[src/include/relay_drive_consts.svh]
// Purpose: offsets, field positions, reset values and timing counts of the relay drive
// Assumes: byte addresses on an 8-bit register address, 32-bit data
// Notes: definitions only
`ifndef RELAY_DRIVE_CONSTS_SVH
`define RELAY_DRIVE_CONSTS_SVH

// Register offsets
`define OFS_CTRL 8'h00
`define OFS_INS_THR 8'h04
`define OFS_PREV_THR 8'h08
`define OFS_MAIN_MAP 8'h0C
`define OFS_EW_MAP 8'h10
`define OFS_STATUS 8'h14

// Control fields
`define CTRL_MAIN_MODE 0
`define CTRL_EW_LO 1
`define CTRL_EW_HI 2
`define CTRL_ACK_HOLD 4
`define CTRL_INH_SIG 5
`define CTRL_TEST_RELAYS 6
`define CTRL_TEST_START 8

// Condition bit positions, shared by both assignment masks
`define MAP_PREV 0
`define MAP_INS 4
`define MAP_INHIBIT 8
`define MAP_SYSERR 16
`define MAP_PRODERR 24
`define MAP_WRITABLE 32'h01010111

// Status fields
`define ST_MAIN_COIL 0
`define ST_EW_COIL 1
`define ST_FIRST_MEAS 2
`define ST_TEST_RUN 3
`define ST_ACKED 4
`define ST_COND_LO 8

// Reset values
`define RST_INS_THR 16'h0001
`define RST_PREV_THR 16'h0000
`define RST_MAIN_MAP 32'h01010110
`define RST_EW_MAP 32'h01010000

// Measurement width
`define MEAS_W 16

// Hysteresis 1.2 as 6/5
`define HYST_NUM 6
`define HYST_DEN 5

// Relay self-test toggle time
`define TEST_TIME_MS 3000
`define CLK_HZ 50000000
`define TEST_CYCLES (`TEST_TIME_MS * (`CLK_HZ / 1000))

`endif

[src/include/relay_drive_pkg.sv]
// Purpose: types of the relay drive
// Assumes: relay_drive_consts.svh supplies the widths
// Notes: state is one packed struct
`include "relay_drive_consts.svh"

package relay_drive_pkg;

    typedef enum logic [0:0] {MAIN_FAILSAFE, MAIN_STANDARD} main_mode_t;

    typedef enum logic [1:0] {EW_FAILSAFE, EW_STANDARD, EW_MIRROR} ew_mode_t;

    typedef enum logic [0:0] {TEST_IDLE, TEST_RUN} test_state_t;

    typedef struct packed {
        main_mode_t mainMode;
        ew_mode_t ewMode;
        logic ackHolds;
        logic inhibitSignal;
        logic testRelays;
        logic [`MEAS_W-1:0] insThr;
        logic [`MEAS_W-1:0] prevThr;
        logic [31:0] mainMap;
        logic [31:0] ewMap;
        logic insFault;
        logic prevFault;
        logic acked;
        logic ackSeen;
        logic firstMeas;
        test_state_t testState;
        logic [31:0] testCount;
        logic mainCoil;
        logic ewCoil;
        logic [31:0] rdata;
    } state_t;

endpackage

[src/core/insulation_alarm_relay_drive.sv]
// Purpose: decides the main alarm and early-warning relay coils of an insulation monitor
// Assumes: measurement arrives on clk; fault pins are asynchronous and are synchronised
// Notes: coil high means energised; loss of auxiliary supply drops both coils
//
// Behaviour
// - Main output failsafe or standard, failsafe default
// - Failsafe main energised without fault or held
// - Failsafe main drops on faults, errors, startup
// - Standard main energised on fault, inhibit, errors
// - Standard main drops otherwise, including startup
// - Early warning failsafe, standard, mirror; failsafe default
// - Failsafe warning energised when healthy or held
// - Failsafe warning drops on faults and errors
// - Standard warning energised on faults or errors
// - Standard warning drops otherwise, including startup
// - Mirror warning follows main while operating
// - Mirror stops following when device inoperative
// - Relay self-test toggles relays three seconds
// - Failed self-test counts as product error
// - System error from disconnect, overvoltage, overcapacitance
// - Mode mapping is default, assignments reassignable
// - Mask bits: 0,4,8,16,24 select conditions
// - Faults clear above 1.2 times threshold
//
// Strobed register access and the placing of the registers were left to the implementer.
`timescale 1ns/1ps
`include "relay_drive_consts.svh"

module insulation_alarm_relay_drive
    import relay_drive_pkg::*;
#(
    parameter int unsigned TEST_CYCLES = `TEST_CYCLES
) (
    // Clock and reset
    input wire logic clk,
    input wire logic rst_b,
    // Register port
    input wire logic [7:0] addr,
    input wire logic [31:0] wdata,
    input wire logic wrStrobe,
    input wire logic rdStrobe,
    output logic [31:0] rdata,
    // Measurement from the measuring logic
    input wire logic measValid,
    input wire logic [`MEAS_W-1:0] measValue,
    // Asynchronous condition pins
    input wire logic ackButton,
    input wire logic transientFault,
    input wire logic injectionInhibit,
    input wire logic auxPowerOk,
    input wire logic selfTestFail,
    input wire logic injDisconnected,
    input wire logic overVoltage,
    input wire logic overCapacitance,
    input wire logic deviceInoperative,
    // Relay coils
    output logic mainCoil,
    output logic ewCoil
);

    localparam int NPIN = 9;

    state_t s_q;
    state_t s_d;
    logic [NPIN-1:0] pinRaw;
    logic [NPIN-1:0] pinSync;
    logic ackS;
    logic transS;
    logic inhS;
    logic auxS;
    logic testFailS;
    logic discS;
    logic ovS;
    logic ocS;
    logic inopS;
    logic sysErr;
    logic prodErr;
    logic inoperative;
    logic [31:0] cond;
    logic [31:0] mainMapEff;
    logic [31:0] ewMapEff;
    logic mainHit;
    logic ewHit;
    logic mainDecide;
    logic ewDecide;
    logic [`MEAS_W+2:0] measScaled;
    logic [`MEAS_W+2:0] insScaled;
    logic [`MEAS_W+2:0] prevScaled;
    logic wrCtrl;
    logic testStart;

    assign pinRaw = {ackButton, transientFault, injectionInhibit, auxPowerOk, selfTestFail,
                     injDisconnected, overVoltage, overCapacitance, deviceInoperative};

    pin_sync #(
        .WIDTH(NPIN)
    ) u_sync (
        .clk(clk),
        .rst_b(rst_b),
        .pinIn(pinRaw),
        .pinOut(pinSync)
    );

    assign {ackS, transS, inhS, auxS, testFailS, discS, ovS, ocS, inopS} = pinSync;

    assign sysErr = discS | ovS | ocS;
    assign prodErr = testFailS | inopS;
    assign inoperative = inopS | ~auxS;

    // hysteresis compare, scaled by 5 and 6
    assign measScaled = (`MEAS_W+3)'(measValue) * (`MEAS_W+3)'(`HYST_DEN);
    assign insScaled = (`MEAS_W+3)'(s_q.insThr) * (`MEAS_W+3)'(`HYST_NUM);
    assign prevScaled = (`MEAS_W+3)'(s_q.prevThr) * (`MEAS_W+3)'(`HYST_NUM);

    // Conditions seen by both masks; a transient fault or a held ack masks the alarms
    always_comb begin
        cond = 32'h00000000;
        cond[`MAP_PREV] = (s_q.prevFault | s_q.insFault) & ~transS & ~s_q.acked;
        cond[`MAP_INS] = s_q.insFault & ~transS & ~s_q.acked;
        cond[`MAP_INHIBIT] = inhS & s_q.inhibitSignal;
        cond[`MAP_SYSERR] = sysErr;
        cond[`MAP_PRODERR] = prodErr;
    end

    // fixed bits: insulation always on main, preventive on warning when enabled
    always_comb begin
        mainMapEff = s_q.mainMap & `MAP_WRITABLE;
        mainMapEff[`MAP_INS] = 1'b1;
        ewMapEff = s_q.ewMap & `MAP_WRITABLE;
        ewMapEff[`MAP_PREV] = (s_q.prevThr != `MEAS_W'(0));
        if (s_q.ewMode == EW_MIRROR) begin
            ewMapEff = 32'h00000000;
        end
    end

    assign mainHit = |(cond & mainMapEff);
    assign ewHit = |(cond & ewMapEff);

    always_comb begin
        if (s_q.mainMode == MAIN_FAILSAFE) begin
            mainDecide = ~mainHit;
        end else begin
            // standard main energised only when alarmed
            mainDecide = mainHit;
        end
        case (s_q.ewMode)
            EW_FAILSAFE: ewDecide = ~ewHit;
            EW_STANDARD: ewDecide = ewHit;
            EW_MIRROR: ewDecide = mainDecide & ~inoperative;
            default: ewDecide = 1'b0;
        endcase
    end

    assign wrCtrl = wrStrobe && (addr == `OFS_CTRL);
    assign testStart = wrCtrl && wdata[`CTRL_TEST_START];

    always_comb begin
        s_d = s_q;

        // Register writes; an undefined warning mode code is ignored
        if (wrCtrl) begin
            s_d.mainMode = main_mode_t'(wdata[`CTRL_MAIN_MODE]);
            if (wdata[`CTRL_EW_HI:`CTRL_EW_LO] != 2'h3) begin
                s_d.ewMode = ew_mode_t'(wdata[`CTRL_EW_HI:`CTRL_EW_LO]);
            end
            s_d.ackHolds = wdata[`CTRL_ACK_HOLD];
            s_d.inhibitSignal = wdata[`CTRL_INH_SIG];
            s_d.testRelays = wdata[`CTRL_TEST_RELAYS];
        end
        if (wrStrobe && addr == `OFS_INS_THR) begin
            s_d.insThr = wdata[`MEAS_W-1:0];
        end
        if (wrStrobe && addr == `OFS_PREV_THR) begin
            s_d.prevThr = wdata[`MEAS_W-1:0];
        end
        if (wrStrobe && addr == `OFS_MAIN_MAP) begin
            s_d.mainMap = wdata & `MAP_WRITABLE;
        end
        if (wrStrobe && addr == `OFS_EW_MAP) begin
            s_d.ewMap = wdata & `MAP_WRITABLE;
        end

        // trip below threshold, clear above 1.2 times
        if (measValid) begin
            if (measValue < s_q.insThr) begin
                s_d.insFault = 1'b1;
            end else if (measScaled > insScaled) begin
                s_d.insFault = 1'b0;
            end
            if (s_q.prevThr == `MEAS_W'(0)) begin
                s_d.prevFault = 1'b0;
            end else if (measValue < s_q.prevThr) begin
                s_d.prevFault = 1'b1;
            end else if (measScaled > prevScaled) begin
                s_d.prevFault = 1'b0;
            end
            s_d.firstMeas = 1'b0;
        end

        // Acknowledge holds only while the fault stands and holding is enabled
        s_d.ackSeen = ackS;
        if (!s_d.insFault || !s_q.ackHolds) begin
            s_d.acked = 1'b0;
        end else if (ackS && !s_q.ackSeen) begin
            s_d.acked = 1'b1;
        end

        case (s_q.testState)
            TEST_IDLE: begin
                if (testStart && s_d.testRelays) begin
                    s_d.testState = TEST_RUN;
                    s_d.testCount = 32'(TEST_CYCLES) - 32'h00000001;
                end
            end
            TEST_RUN: begin
                if (s_q.testCount == 32'h00000000) begin
                    s_d.testState = TEST_IDLE;
                end else begin
                    s_d.testCount = s_q.testCount - 32'h00000001;
                end
            end
            default: s_d.testState = TEST_IDLE;
        endcase

        // supply loss, then startup, override all else
        if (!auxS) begin
            s_d.mainCoil = 1'b0;
            s_d.ewCoil = 1'b0;
        end else if (s_q.firstMeas) begin
            s_d.mainCoil = 1'b0;
            s_d.ewCoil = 1'b0;
        end else if (s_q.testState == TEST_RUN) begin
            s_d.mainCoil = ~mainDecide;
            s_d.ewCoil = ~ewDecide;
        end else begin
            s_d.mainCoil = mainDecide;
            s_d.ewCoil = ewDecide;
        end

        // Read data stands for one cycle after the strobe
        s_d.rdata = 32'h00000000;
        if (rdStrobe) begin
            case (addr)
                `OFS_CTRL: begin
                    s_d.rdata[`CTRL_MAIN_MODE] = s_q.mainMode;
                    s_d.rdata[`CTRL_EW_HI:`CTRL_EW_LO] = s_q.ewMode;
                    s_d.rdata[`CTRL_ACK_HOLD] = s_q.ackHolds;
                    s_d.rdata[`CTRL_INH_SIG] = s_q.inhibitSignal;
                    s_d.rdata[`CTRL_TEST_RELAYS] = s_q.testRelays;
                end
                `OFS_INS_THR: s_d.rdata[`MEAS_W-1:0] = s_q.insThr;
                `OFS_PREV_THR: s_d.rdata[`MEAS_W-1:0] = s_q.prevThr;
                `OFS_MAIN_MAP: s_d.rdata = mainMapEff;
                `OFS_EW_MAP: s_d.rdata = ewMapEff;
                `OFS_STATUS: begin
                    s_d.rdata[`ST_MAIN_COIL] = s_q.mainCoil;
                    s_d.rdata[`ST_EW_COIL] = s_q.ewCoil;
                    s_d.rdata[`ST_FIRST_MEAS] = s_q.firstMeas;
                    s_d.rdata[`ST_TEST_RUN] = (s_q.testState == TEST_RUN);
                    s_d.rdata[`ST_ACKED] = s_q.acked;
                    s_d.rdata[`ST_COND_LO + 4:`ST_COND_LO] = {cond[`MAP_PRODERR],
                        cond[`MAP_SYSERR], cond[`MAP_INHIBIT], cond[`MAP_INS],
                        cond[`MAP_PREV]};
                end
                default: s_d.rdata = 32'h00000000;
            endcase
        end
    end

    always_ff @(posedge clk) begin
        if (!rst_b) begin
            s_q.mainMode <= MAIN_FAILSAFE;
            s_q.ewMode <= EW_FAILSAFE;
            s_q.ackHolds <= 1'b0;
            s_q.inhibitSignal <= 1'b0;
            s_q.testRelays <= 1'b0;
            s_q.insThr <= `RST_INS_THR;
            s_q.prevThr <= `RST_PREV_THR;
            s_q.mainMap <= `RST_MAIN_MAP;
            s_q.ewMap <= `RST_EW_MAP;
            s_q.insFault <= 1'b0;
            s_q.prevFault <= 1'b0;
            s_q.acked <= 1'b0;
            s_q.ackSeen <= 1'b0;
            s_q.firstMeas <= 1'b1;
            s_q.testState <= TEST_IDLE;
            s_q.testCount <= 32'h00000000;
            s_q.mainCoil <= 1'b0;
            s_q.ewCoil <= 1'b0;
            s_q.rdata <= 32'h00000000;
        end else begin
            s_q <= s_d;
        end
    end

    assign mainCoil = s_q.mainCoil;
    assign ewCoil = s_q.ewCoil;
    assign rdata = s_q.rdata;

endmodule

[src/core/pin_sync.sv]
// Purpose: two-stage synchroniser for asynchronous pin inputs
// Assumes: pins change slowly compared with clk
// Notes: first stage feeds only the second
`timescale 1ns/1ps

module pin_sync #(
    parameter int WIDTH = 1
) (
    // Clock and reset
    input wire logic clk,
    input wire logic rst_b,
    // Pins in, synchronised out
    input wire logic [WIDTH-1:0] pinIn,
    output logic [WIDTH-1:0] pinOut
);

    logic [WIDTH-1:0] stage1_q;

    genvar i;
    generate
        for (i = 0; i < WIDTH; i = i + 1) begin : g_bit
            always_ff @(posedge clk) begin
                if (!rst_b) begin
                    stage1_q[i] <= 1'b0;
                    pinOut[i] <= 1'b0;
                end else begin
                    stage1_q[i] <= pinIn[i];
                    pinOut[i] <= stage1_q[i];
                end
            end
        end
    endgenerate

endmodule

[config.mk]
export PLATFORM = sky130hd
export DESIGN_NAME = insulation_alarm_relay_drive
export DESIGN_NICKNAME = d
export VERILOG_FILES = /design/src/include/relay_drive_pkg.sv /design/src/core/insulation_alarm_relay_drive.sv /design/src/core/pin_sync.sv
export VERILOG_INCLUDE_DIRS = /design/src /design/src/include
export SDC_FILE = /design/constraint.sdc
export NUM_CORES = 1
export LEC_CHECK = 0
export BUFFER_PORTS_ARGS = -buffer_cell sky130_fd_sc_hd__buf_2
export CORE_MARGIN = 4
export CORE_UTILIZATION = 40
export CTS_CLUSTER_SIZE = 14
export DETAILED_ROUTE_END_ITERATION = 6
export SYNTH_ARGS = -nofsm -noshare
export SYNTH_HDL_FRONTEND = slang
export SYNTH_SLANG_ARGS = --single-unit
[constraint.sdc]
create_clock -name clk -period 4.7 [get_ports clk]
set_input_delay 0.94 -clock clk [delete_from_list [all_inputs] [get_ports clk]]
set_output_delay 0.94 -clock clk [all_outputs]
set_load 0.03 [all_outputs]
# Word-level counts from Yosys, hierarchy flattened
# Index checks and enable logic that the tools add are counted.
[classes] add_sub_neg=1 multipliers=3 div_mod_pow=0 order_cmp=4 n_eq_ne=10 shifts=0 n_mux=23 bitwise=23 reduce_logical=26
[ops] op="$pmux W33 S2" n=1
[ops] op="$reduce_or A32 Y1" n=2
[ops] op="$and A25 B25 Y25" n=2
[ops] op="$gt A19 B19 Y1" n=2
[ops] op="$mul A16 B2 Y18 const B" n=2
[ops] op="$mux W33" n=1
[ops] op="$logic_not A32 Y1" n=1
[ops] op="$lt A16 B16 Y1" n=2
[ops] op="$mux W32" n=1
[ops] op="$sub A32 B1 Y32 const B" n=1
[ops] op="$mux W25" n=1
[ops] op="$pmux W5 S5" n=1
[ops] op="$mul A16 B3 Y19 const B" n=1
[ops] op="$pmux W3 S6" n=1
[ops] op="$pmux W9 S2" n=1
[ops] op="$eq A8 B4 Y1 const B" n=2
[ops] op="$eq A8 B5 Y1 const B" n=2
[ops] op="$logic_not A16 Y1" n=1
[ops] op="$reduce_bool A16 Y1" n=1
[ops] op="$not A1 Y1" n=10
[ops] op="$pmux W3 S3" n=1
[ops] op="$eq A8 B3 Y1 const B" n=1
[ops] op="$logic_and A1 B1 Y1" n=8
[ops] op="$logic_not A8 Y1" n=1
[ops] op="18 further kinds" n=43
[word_totals] register_bits=138 latch_bits=0 mem_bits_rw=0 mem_bits_ro=0 input_bits=70 out_inout_bits=34 elab_cells=127 memories=0

# Longest topological paths before layout
# Gate-level depths: netlist (run 1).
[logic_depth] word_depth=11 depth_mapped=17 mapped_depth_nobuf=17

# Modules after synthesis
# Synthesis (run 1) repeated with hierarchy kept, for this count alone.
[hier_totals] cells_unflattened=1073 hier_area_um2=8933.6
[modules_own_cells] module="insulation_alarm_relay_drive" n_inst=1 cells_per_inst=1036 area_per_inst_um2=8431.8
[modules_own_cells] module="pin_sync" n_inst=1 cells_per_inst=37 area_per_inst_um2=501.7

# Worst setup path before layout (run 1)
# Ideal clock, no wire load.
[synth_path] path_kind="input port to flip-flop" start="input port measValue[1]" end="register s_q[69] in the netlist's numbering" setup_time_ns=0.116 arrival_ns=4.458 required_time_ns=4.584 path_slack_ns=0.126 path_stages=16 path_buffers=0 path_cell_list="ha_1 ha_1 inv_1 fa_1 nor2b_1 o21a_1 o21ai_0 a211o_1 o311ai_0 ha_1 nand3_1 or4_1 a211o_1 o211a_1 a311o_1 o211a_1"
[synth_between] elab_chain_len=8 elab_cells_between_ends=9
[synth_rtl] element="from (decl)" line="insulation_alarm_relay_drive.sv:45" rtl="input wire logic [`MEAS_W-1:0] measValue,"
[synth_rtl] element="$mul A16 B3 Y19" line="insulation_alarm_relay_drive.sv:111" rtl="assign measScaled = (`MEAS_W+3)'(measValue) * (`MEAS_W+3)'(`HYST_DEN);"
[synth_rtl] element="$gt A19 B19 Y1" line="insulation_alarm_relay_drive.sv:187" rtl="end else if (measScaled > insScaled) begin"
[synth_rtl] element="$mux W1" line="insulation_alarm_relay_drive.sv:187"
[synth_rtl] element="$mux W1 *" line="insulation_alarm_relay_drive.sv:185" rtl="if (measValue < s_q.insThr) begin"
[synth_rtl] element="$mux W2 *" line="insulation_alarm_relay_drive.sv:184" rtl="if (measValid) begin"
[synth_rtl] element="$logic_not A1 Y1 *" line="insulation_alarm_relay_drive.sv:202" rtl="if (!s_d.insFault || !s_q.ackHolds) begin"
[synth_rtl] element="$logic_or A1 B1 Y1 *" line="insulation_alarm_relay_drive.sv:202"
[synth_rtl] element="$reduce_or A2 Y1 (no line) *"
[synth_rtl] element="to (decl)" line="insulation_alarm_relay_drive.sv:63" rtl="state_t s_q;"
# Every way passes the cells marked *; elsewhere a longest branch is shown, timed or not.
# A chain may end at the register's enable or synchronous reset.

# Final worst setup path (run 1)
[layout_path] start="input port measValue[3]" end="register s_q[69] in the netlist's numbering"
# The elaborated chain is that of the path after synthesis.

==> impl_metrics.json, run 1 <==
{
  "sw_frac_of_total_pct": 25.7,
  "synth_area_um2": 9120,
  "core_area_um2": 22200,
  "status": "complete, no violations",
  "cts.path.max_buffers": 2,
  "cp_max_fo": 3,
  "finalSetupViolCount": 0,
  "cts_tree": "yes",
  "fin_skew_ps": 9.67,
  "r2r-end": "s_q[69]",
  "maxCapViolations": 0,
  "area_growth_pct": 15.8,
  "p_per_area_nw_per_um2": 277,
  "cts_max_level": 4,
  "synth_xor_area_share_pct": 5.47,
  "dieArea_um2": 25300,
  "ys_warn_count": 0,
  "regToRegStartpoint": "s_q[153]",
  "grt.total_usage_pct": 18.7,
  "worst_ep_arrival_time_ps": 4840,
  "hold_ws_ps": 431,
  "cp_cell_sequence": "buf_2, ha_1, ha_1, inv_1, fa_1, nor2b_1, o21a_1, o21ai_2, a211o_1, nand4_1, o311ai_2, ha_1, nand3_1, or4_4, buf_4, o21ai_0, and3_1, a311o_1, o211a_1",
  "cts_sinks": 122,
  "grt_max_degree": 40,
  "hp-class": "flop to flop",
  "num_vias": 8257,
  "synth_seq_cells": 122,
  "finalHoldViolations": 0,
  "end_kind": "flop",
  "rows": 54,
  "multiInputGateArea_um2": 6170,
  "port_buffers": 75,
  "worst_pin_slew_ps": 795,
  "drc": 0,
  "clk_latency_ps": 410,
  "antenna_found_initial": 1,
  "clk_pin_slew_ps": 50,
  "grt_pass1_wl_mm": 39.3,
  "critical_path_class": "primary input to flop",
  "crit_buf_inv": 3,
  "synth_compound_area_share_pct": 20.0,
  "power.share.clock_pct": 45.8,
  "hold_end": "u_sync.pinOut[3]",
  "grt_pass1_vias": 7674,
  "routedWlPerCell_um": 16.5,
  "period_minus_slack_ps": 4500,
  "die_x_um": 159,
  "slew_headroom_pct": 46.8,
  "routabilityCongestion": 0.915,
  "cp_top_family": "compound AO/OA/AOI/OAI gates",
  "synthCells": 1103,
  "startpoint_type": "primary input",
  "hpwl_mm": 19.1,
  "worst_path_max_delay_cell": "or4_4",
  "nets": 1404,
  "tns_ps": 0,
  "ys_types": 72,
  "synthFlopType": "dfxtp_1",
  "fillers": 2214,
  "wirelength_mm": 24.5,
  "critPathMostFrequentCell": "ha_1",
  "synth_seq_area_share_pct": 26.8,
  "max_stage_delay_ps": 560,
  "reg2reg_slack_ps": 380,
  "synth_top_family_by_area": "simple AND/OR/NAND/NOR gates",
  "min_from": "u_sync.stage1_q[3]",
  "overflow": 0,
  "peakVddDrop_uv": 250,
  "r2r.worst_path.cells": 16,
  "synth_edf_count": 0,
  "synth-adder-area-share_pct": 19.2,
  "worst_hold_path.num_cells": 1,
  "cts_made_buffers": 17,
  "die_h_um": 159,
  "synthArstFlopShare_pct": 0,
  "synthMuxAreaShare_pct": 0.782,
  "seqCellArea_um2": 2440,
  "timing.fmax_mhz": 222,
  "final-instance-count-excl-fill": 1489,
  "pin_count": 104,
  "first_iter_violations": 449,
  "initial_utilization_pct": 41.2,
  "place_inst": 1456,
  "power.leakage_uw": 0.00459,
  "power_frac_comb_pct": 18.4,
  "power.switching_uw": 751,
  "required_ps": 5050,
  "seqPwrFrac_pct": 35.9,
  "p_int_uw": 2170,
  "period_share_pct": 95.7,
  "viasPerCell": 5.55,
  "drt_pre_antenna_iters": 5,
  "drive_gt1_share_pct": 15.4,
  "avgSynthCellArea_um2": 8.27,
  "root_buffer": "clkbuf_16",
  "final_antenna_net_count": 0,
  "diodes": 0,
  "final_max_slew_viol_count": 0,
  "synthSimpleGateAreaFrac_pct": 21.3
}
## placed cells by master, fill, tap and decap left out, types with 8 or more instances in the layout
master     Yosys  routed
ha_1         135     135
dfxtp_1      122     122
nand2_1      108     108
a21oi_1      108     107
buf_2          5      75
nor2_1        69      69
inv_1         54      54
buf_4         33      54
nand3_1       51      51
a21o_1        33      33
xor2_1        33      33
o21ai_0       30      29
nor3_1        28      28
and2_1        24      24
xnor2_1       24      24
clkbuf_16      0      17
nand4_1       14      14
a22oi_1       14      14
conb_1         1      14
a211oi_1      13      12
or3_1         12      12
or4_1         12      11
nor2b_1        9       9
o21a_1         9       9
o211ai_1       8       8
a31oi_1        8       8
nand2b_1       8       8
## registers in the layout, summed over array words and instances (netlist names)
signal,flops
s_q,80
mainMapEff,4
u_sync.stage1_q,9
rdata,18
ewCoil,1
mainCoil,1
u_sync.pinOut,9
## cells in the mapped netlist, types with 12 or more instances
| cell type | instances | area (µm²) |
|---|---|---|
| ha_1 | 135 | 1690 |
| dfxtp_1 | 122 | 2440 |
| a21oi_1 | 108 | 541 |
| nand2_1 | 108 | 405 |
| nor2_1 | 69 | 259 |
| inv_1 | 54 | 203 |
| nand3_1 | 51 | 255 |
| a21o_1 | 33 | 248 |
| buf_4 | 33 | 248 |
| xor2_1 | 33 | 289 |
| o21ai_0 | 30 | 150 |
| nor3_1 | 28 | 140 |
| clkbuf_1 | 27 | 101 |
| and2_1 | 24 | 150 |
| xnor2_1 | 24 | 210 |
| a22oi_1 | 14 | 105 |
| nand4_1 | 14 | 87.6 |
| a211oi_1 | 13 | 97.6 |
| or3_1 | 12 | 75.1 |
| or4_1 | 12 | 90.1 |
## logic make-up (layout without fill, tap and decap cells)
kind of cell,Yosys count,in the layout
mux,7,7
other cells,1,14
simple gates,377,377
xor+xnor,57,57
flops,122,122
fa+ha+maj,138,138
buf+inv,122,215
compound gates,279,279
## routing by layer
layer / GRT usage [%] / routed length [µm] / part of all wire, % / vias to the layer above
met4: 4.06 / 277 / 1.1 / 2
met2: 29.8 / 11000 / 45 / 219
met3: 2.51 / 1090 / 4.5 / 25
li1: - / - / - / 4151
met5: 0 / 12 / 0.049 / -
met1: 27.1 / 12100 / 49 / 3860
## metrics by stage
stage,instance area [µm²],utilization (%),power [µW],setup slack [ps]
after floorplan,9170,-,1400,126
after global placement,9910,44.7,1590,-380
after detailed placement,9910,44.7,1600,-504
after CTS,10500,47.5,2940,73.4
after global routing,10600,47.7,3070,-11.2
final,10600,47.7,2920,204
## repair_timing
| action | CTS | global route |
|---|---|---|
| endpoints found under the setup margin | 1 | 2 |
| setup buffers | 0 | 1 |
| gates resized for setup | 2 | 7 |
| hold buffers | 0 | 0 |
| pin swaps | 0 | 3 |
## final cells by class
type                    instances  area share, %
multi-input cells             872           58.4
flip-flops and latches        122           23.1
repair buffers                129           7.39
clock buffers                  22           4.49
well taps                     280           3.32
inverters                      54           1.92
clock inverters                10           1.34
## worst max path at each step
stage,to,cells past startpoint,from
2_1_floorplan,s_q[69],16,measValue[1]
3_3_place_gp,s_q[69],17,measValue[3]
3_5_place_dp,s_q[69],17,measValue[3]
4_1_cts,s_q[69],16,measValue[2]
5_1_grt,s_q[69],19,measValue[3]
6_report,s_q[69],19,measValue[3]
## worst register-to-register path, delay by kind of cell, from the launching register on
kind | cells | cell delay [ps]
AOI/OAI and AO/OA | 8 | 1730
xor gates and xnor gates | 1 | 200
adders and majority gates | 3 | 1000
buffers and inverters | 1 | 150
DFF | 1 | 310
and+or+nand+nor | 3 | 870
## power by group through the flow
stage / clock, µW / sequential [µW] / combinational, µW
floorplan: 0 / 1070 / 335
global placement: 0 / 1070 / 518
detailed placement: 0 / 1070 / 529
CTS: 1360 / 1050 / 533
global route: 1410 / 1050 / 607
finish: 1340 / 1050 / 538
(Power assumes the default switching activity.)
==> run 2: changes to the inputs <==
HOLD_SLACK_MARGIN = 0.1   (was default)
RECOVER_POWER = 25   (was default)
==> run 2 against run 1 <==
  * Setup slack better by 5.8 ps
  * Die area unchanged
  * First-iteration DRC count is 1.1% higher
  * Non-clock buffer count unchanged
  * Flip-flop and latch count unchanged
  * Cell area is 0.18% lower
  * Clock-buffer cell count stayed put
==> impl_metrics.json, run 2 (synthesized netlist as in run 1, its figures left out) <==
{
  "status": "complete, no violations",
  "worst_pin_slew_ps": 794,
  "final_max_slew_viol_count": 0,
  "drt_pre_antenna_iters": 5,
  "layout_common_cells": "ha_1 (135), dfxtp_1 (122), nand2_1 (108), a21oi_1 (107), nor2_1 (69)",
  "finalHoldViolations": 0,
  "critPathMostFrequentCell": "ha_1",
  "root_buffer": "clkbuf_16",
  "drc": 0,
  "clk_pin_slew_ps": 50,
  "layout_commonest_cell": "ha_1",
  "grt.total_usage_pct": 18.7,
  "grt_pass1_wl_mm": 39.3,
  "cp_max_fo": 3,
  "area_growth_pct": 15.6,
  "regToRegStartpoint": "s_q[153]",
  "clk_latency_ps": 410,
  "worst_path_max_delay_cell": "or4_4",
  "rows": 54,
  "cts_sinks": 122,
  "die_x_um": 159,
  "cp_cell_sequence": "buf_2, ha_1, ha_1, inv_1, fa_1, nor2b_1, o21a_1, o21ai_2, a211o_1, nand4_1, o311ai_2, ha_1, nand3_1, or4_4, buf_4, o21ai_0, and3_1, a311o_1, o211a_1",
  "min_from": "u_sync.stage1_q[0]",
  "fin_skew_ps": 8.66,
  "crit_buf_inv": 3,
  "seqPwrFrac_pct": 35.8,
  "peakVddDrop_uv": 252,
  "power.switching_uw": 752,
  "max_stage_delay_ps": 560,
  "period_share_pct": 95.5,
  "die_h_um": 159,
  "power.share.clock_pct": 45.8,
  "grt_max_degree": 40,
  "diodes": 0,
  "cp_top_family": "compound AO/OA/AOI/OAI gates",
  "hpwl_mm": 19.1,
  "first_iter_violations": 454,
  "antenna_found_initial": 1,
  "num_vias": 8276,
  "startpoint": "measValue[3]",
  "cts_made_buffers": 17,
  "finalSetupViolCount": 0,
  "drive_gt1_share_pct": 14.1,
  "p_per_area_nw_per_um2": 277,
  "viasPerCell": 5.56,
  "overflow": 0,
  "worst_ep_arrival_time_ps": 4840,
  "cts_tree": "yes",
  "power_frac_comb_pct": 18.4,
  "slew_headroom_pct": 46.9,
  "timing.fmax_mhz": 223,
  "routedWlPerCell_um": 16.5,
  "initial_utilization_pct": 41.2,
  "pin_count": 104,
  "dieArea_um2": 25300,
  "core_area_um2": 22200,
  "grt_pass1_vias": 7674,
  "power.leakage_uw": 0.00452,
  "largest_reg_flops": 80,
  "critical_path_class": "primary input to flop",
  "p_int_uw": 2170,
  "hold_ws_ps": 430,
  "final_antenna_net_count": 0,
  "startpoint_type": "primary input",
  "end_kind": "flop",
  "port_buffers": 75,
  "cts_max_level": 4,
  "cts.path.max_buffers": 2,
  "hp-class": "flop to flop",
  "wirelength_mm": 24.6,
  "routabilityCongestion": 0.915,
  "nets": 1404,
  "sw_frac_of_total_pct": 25.7,
  "required_ps": 5050,
  "fin_util_pct": 47.6,
  "maxCapViolations": 0,
  "largest_register": "s_q",
  "biggestRegsByFlops": "s_q (80), rdata (18)",
  "period_minus_slack_ps": 4490
}
## run 2: cell count changes in the layout (fill, tap and decap cells not counted)
cell      previous run  this run
and2_0               0         4
buf_2               75        60
and2_1              24        20
clkbuf_1             2        17
## run 2: final cells by class
class | count | area [µm²]
clock buffers | 22 | 474
well taps | 280 | 350
flip-flops and latches | 122 | 2440
multi-input cells | 872 | 6170
inverters | 54 | 203
repair buffers | 129 | 762
fillers | 2221 | 11600
clock inverters | 10 | 141
## run 2: worst paths after layout
path	depth (start not counted)	endpoint	slack (ps)
max reg2reg	16	s_q[69]	390
min reg2reg	1	u_sync.pinOut[0]	430
max	19	s_q[69]	210
min	1	u_sync.pinOut[0]	430
## run 2: stage by stage
stage | TNS [ps] | instances | area [µm²] | worst slack, ps | total power [µW]
floorplan | 0 | 1116 | 9170 | 126 | 1400
global placement | -651 | 1456 | 9910 | -380 | 1590
detailed placement | -886 | 1456 | 9910 | -504 | 1600
CTS | 0 | 1488 | 10500 | 73.4 | 2940
global route | -11.3 | 1489 | 10500 | -11.3 | 3070
finish | 0 | 1489 | 10500 | 210 | 2930
## run 2: per-layer routing
metal	global-route usage, %	share of wire [%]
met5	0	0.049
met4	4.06	1.2
met3	2.51	4.8
met2	29.8	45
met1	27.1	49
## run 2: power groups by stage
stage | sequential [µW] | clock, µW | combinational [µW]
2_1_floorplan | 1070 | 0 | 335
4_1_cts | 1050 | 1360 | 533
5_1_grt | 1050 | 1410 | 607
3_5_place_dp | 1070 | 0 | 529
3_3_place_gp | 1070 | 0 | 518
6_report | 1050 | 1340 | 538
## run 2: timing repair
action / CTS / global route
setup buffers: 0 / 1
setup endpoints to repair: 1 / 2
gates resized for setup: 2 / 7
gates cloned: 0 / 0
hold buffers: 0 / 0
pin swaps: 0 / 3
==> run 3: changes to the inputs <==
BUFFER_PORTS_ARGS = default   (was -buffer_cell sky130_fd_sc_hd__buf_2)
DONT_BUFFER_PORTS = 1   (was default)
==> run 3 against run 2 <==
  * Routed wire length is 3.0% lower
  * Setup slack better by 11 ps
  * Critical path depth is 2 lower
  * Maximum frequency is 0.26% higher
  * Hold slack worse by 1.7 ps
  * Clock-buffer cell count is 3 lower
  * Non-clock buffer count is 98 lower
==> impl_metrics.json, run 3 (synthesized netlist as in run 1, its figures left out) <==
{
  "status": "complete, no violations",
  "startpoint_type": "primary input",
  "nets": 1306,
  "antenna_found_initial": 0,
  "drive_gt1_share_pct": 7.38,
  "grt_max_degree": 37,
  "pin_count": 104,
  "final_area_um2": 10000,
  "power.leakage_uw": 0.00416,
  "routed-wl-met3_mm": 1.30,
  "critical_path_class": "primary input to flop",
  "period_share_pct": 95.3,
  "worst_pin_slew_ps": 1060,
  "drt_pre_antenna_iters": 5,
  "cts.path.max_buffers": 2,
  "maxCapViolations": 0,
  "core_area_um2": 22200,
  "highest_layer": "met4",
  "root_buffer": "clkbuf_16",
  "cts_hold_buf": 0,
  "cts_max_level": 4,
  "diodes": 0,
  "worst_ep_arrival_time_ps": 4780,
  "biggestRegsByFlops": "s_q (80), rdata (18)",
  "clk_latency_ps": 410,
  "largest_reg_flops": 80,
  "routedWlPerCell_um": 17.1,
  "worst_hold_path.num_cells": 1,
  "port_buffers": 0,
  "layout_commonest_cell": "ha_1",
  "num_vias": 7813,
  "wl_met2_mm": 10.4,
  "cts_sinks": 122,
  "die_h_um": 159,
  "die_x_um": 159,
  "final_max_slew_viol_count": 0,
  "finalHoldViolations": 0,
  "grt_pass1_vias": 7358,
  "final_antenna_net_count": 0,
  "hp-class": "flop to flop",
  "required_ps": 5000,
  "area_growth_pct": 9.68,
  "routabilityCongestion": 0.887,
  "viasPerCell": 5.62,
  "end_kind": "flop",
  "wirelength_mm": 23.8,
  "tns_ps": 0,
  "drc": 0,
  "p_per_area_nw_per_um2": 291,
  "hpwl_mm": 18.8,
  "initial_utilization_pct": 41.2,
  "fin_skew_ps": 5.94,
  "r2r.worst_path.cells": 15,
  "clk_pin_slew_ps": 50,
  "rsz0062_at_grt": "false",
  "slew_headroom_pct": 29.0,
  "period_minus_slack_ps": 4480,
  "cts_made_buffers": 17,
  "reg2reg_slack_ps": 260,
  "dieArea_um2": 25300,
  "finalSetupViolCount": 0,
  "overflow": 0,
  "timing.fmax_mhz": 223,
  "cp_max_fo": 4,
  "peakVddDrop_uv": 260,
  "cts_tree": "yes",
  "post_cts_buffers": 0,
  "wl_met1_mm": 11.6,
  "first_iter_violations": 456,
  "placed_area_um2": 9370,
  "largest_register": "s_q",
  "grt_pass1_wl_mm": 38.4,
  "rows": 54,
  "grt.total_usage_pct": 18.3,
  "layout_common_cells": "ha_1 (135), dfxtp_1 (122), a21oi_1 (108), nand2_1 (108), nor2_1 (69)"
}
[run 3: changes by cell type in the layout (fill, tap and decap cells not counted), moves of 2 or more]
cell	previous run	this run
bufinv_16	3	5
clkbuf_1	17	2
clkinv_2	2	5
buf_4	54	31
clkbuf_8	3	0
buf_2	60	0
[run 3: what timing repair did]
item | 4_1_cts | 5_1_grt
gates resized for setup | 0 | 3
setup endpoints to repair | 0 | 2
endpoints found under the hold margin | 0 | 0
[run 3: path summary, 6_finish.rpt]
kind | endpoint | from
worst min register to register | u_sync.pinOut[4] | u_sync.stage1_q[4]
worst max register to register | s_q[69] | s_q[153]
worst max-delay path | s_q[69] | measValue[1]
worst min-delay path | u_sync.pinOut[4] | u_sync.stage1_q[4]
[run 3: stage by stage]
stage                     hold slack (ps)  setup WS [ps]  instances  utilization [%]  power [µW]
after floorplan                       412            126       1116                -        1400
after global placement                415           -346       1359             42.3        1520
after detailed placement              419           -394       1359             42.3        1530
after CTS                             427           17.4       1391             45.1        2930
after global routing                  448           3.94       1391             45.2        3040
final                                 428            222       1391             45.2        2910
[run 3: metal layers]
metal / GRT usage [%] / vias up
met3: 2.93 / 27
met5: 0 / -
met4: 5.44 / 0
met1: 26.0 / 3644
met2: 28.7 / 187
li1: - / 3955
[run 3: worst max-delay path, cell delays in order]
cell and delay [ps]:
ha_1 270, ha_1 210, inv_1 70, fa_1 210, nor2b_1 60, o21a_1 170, o21ai_0 330, a211oi_1 160
o21a_1 190, o311a_1 370, ha_1 310, nand2_1 80, or4_1 520, a211o_1 240, o211a_1 110, a311o_1 380
o211a_1 130
[run 3: area by class of cell]
type	count	area [µm²]
fillers	2202	12200
flip-flops and latches	122	2440
clock buffers	19	433
multi-input cells	872	6150
repair buffers	31	233
inverters	54	203
well taps	280	350
clock inverters	13	200
[run 3: power breakdown]
group	internal (µW)	switching, µW
clock	936	465
combinational	212	250
sequential	1040	4.74
total	2190	720
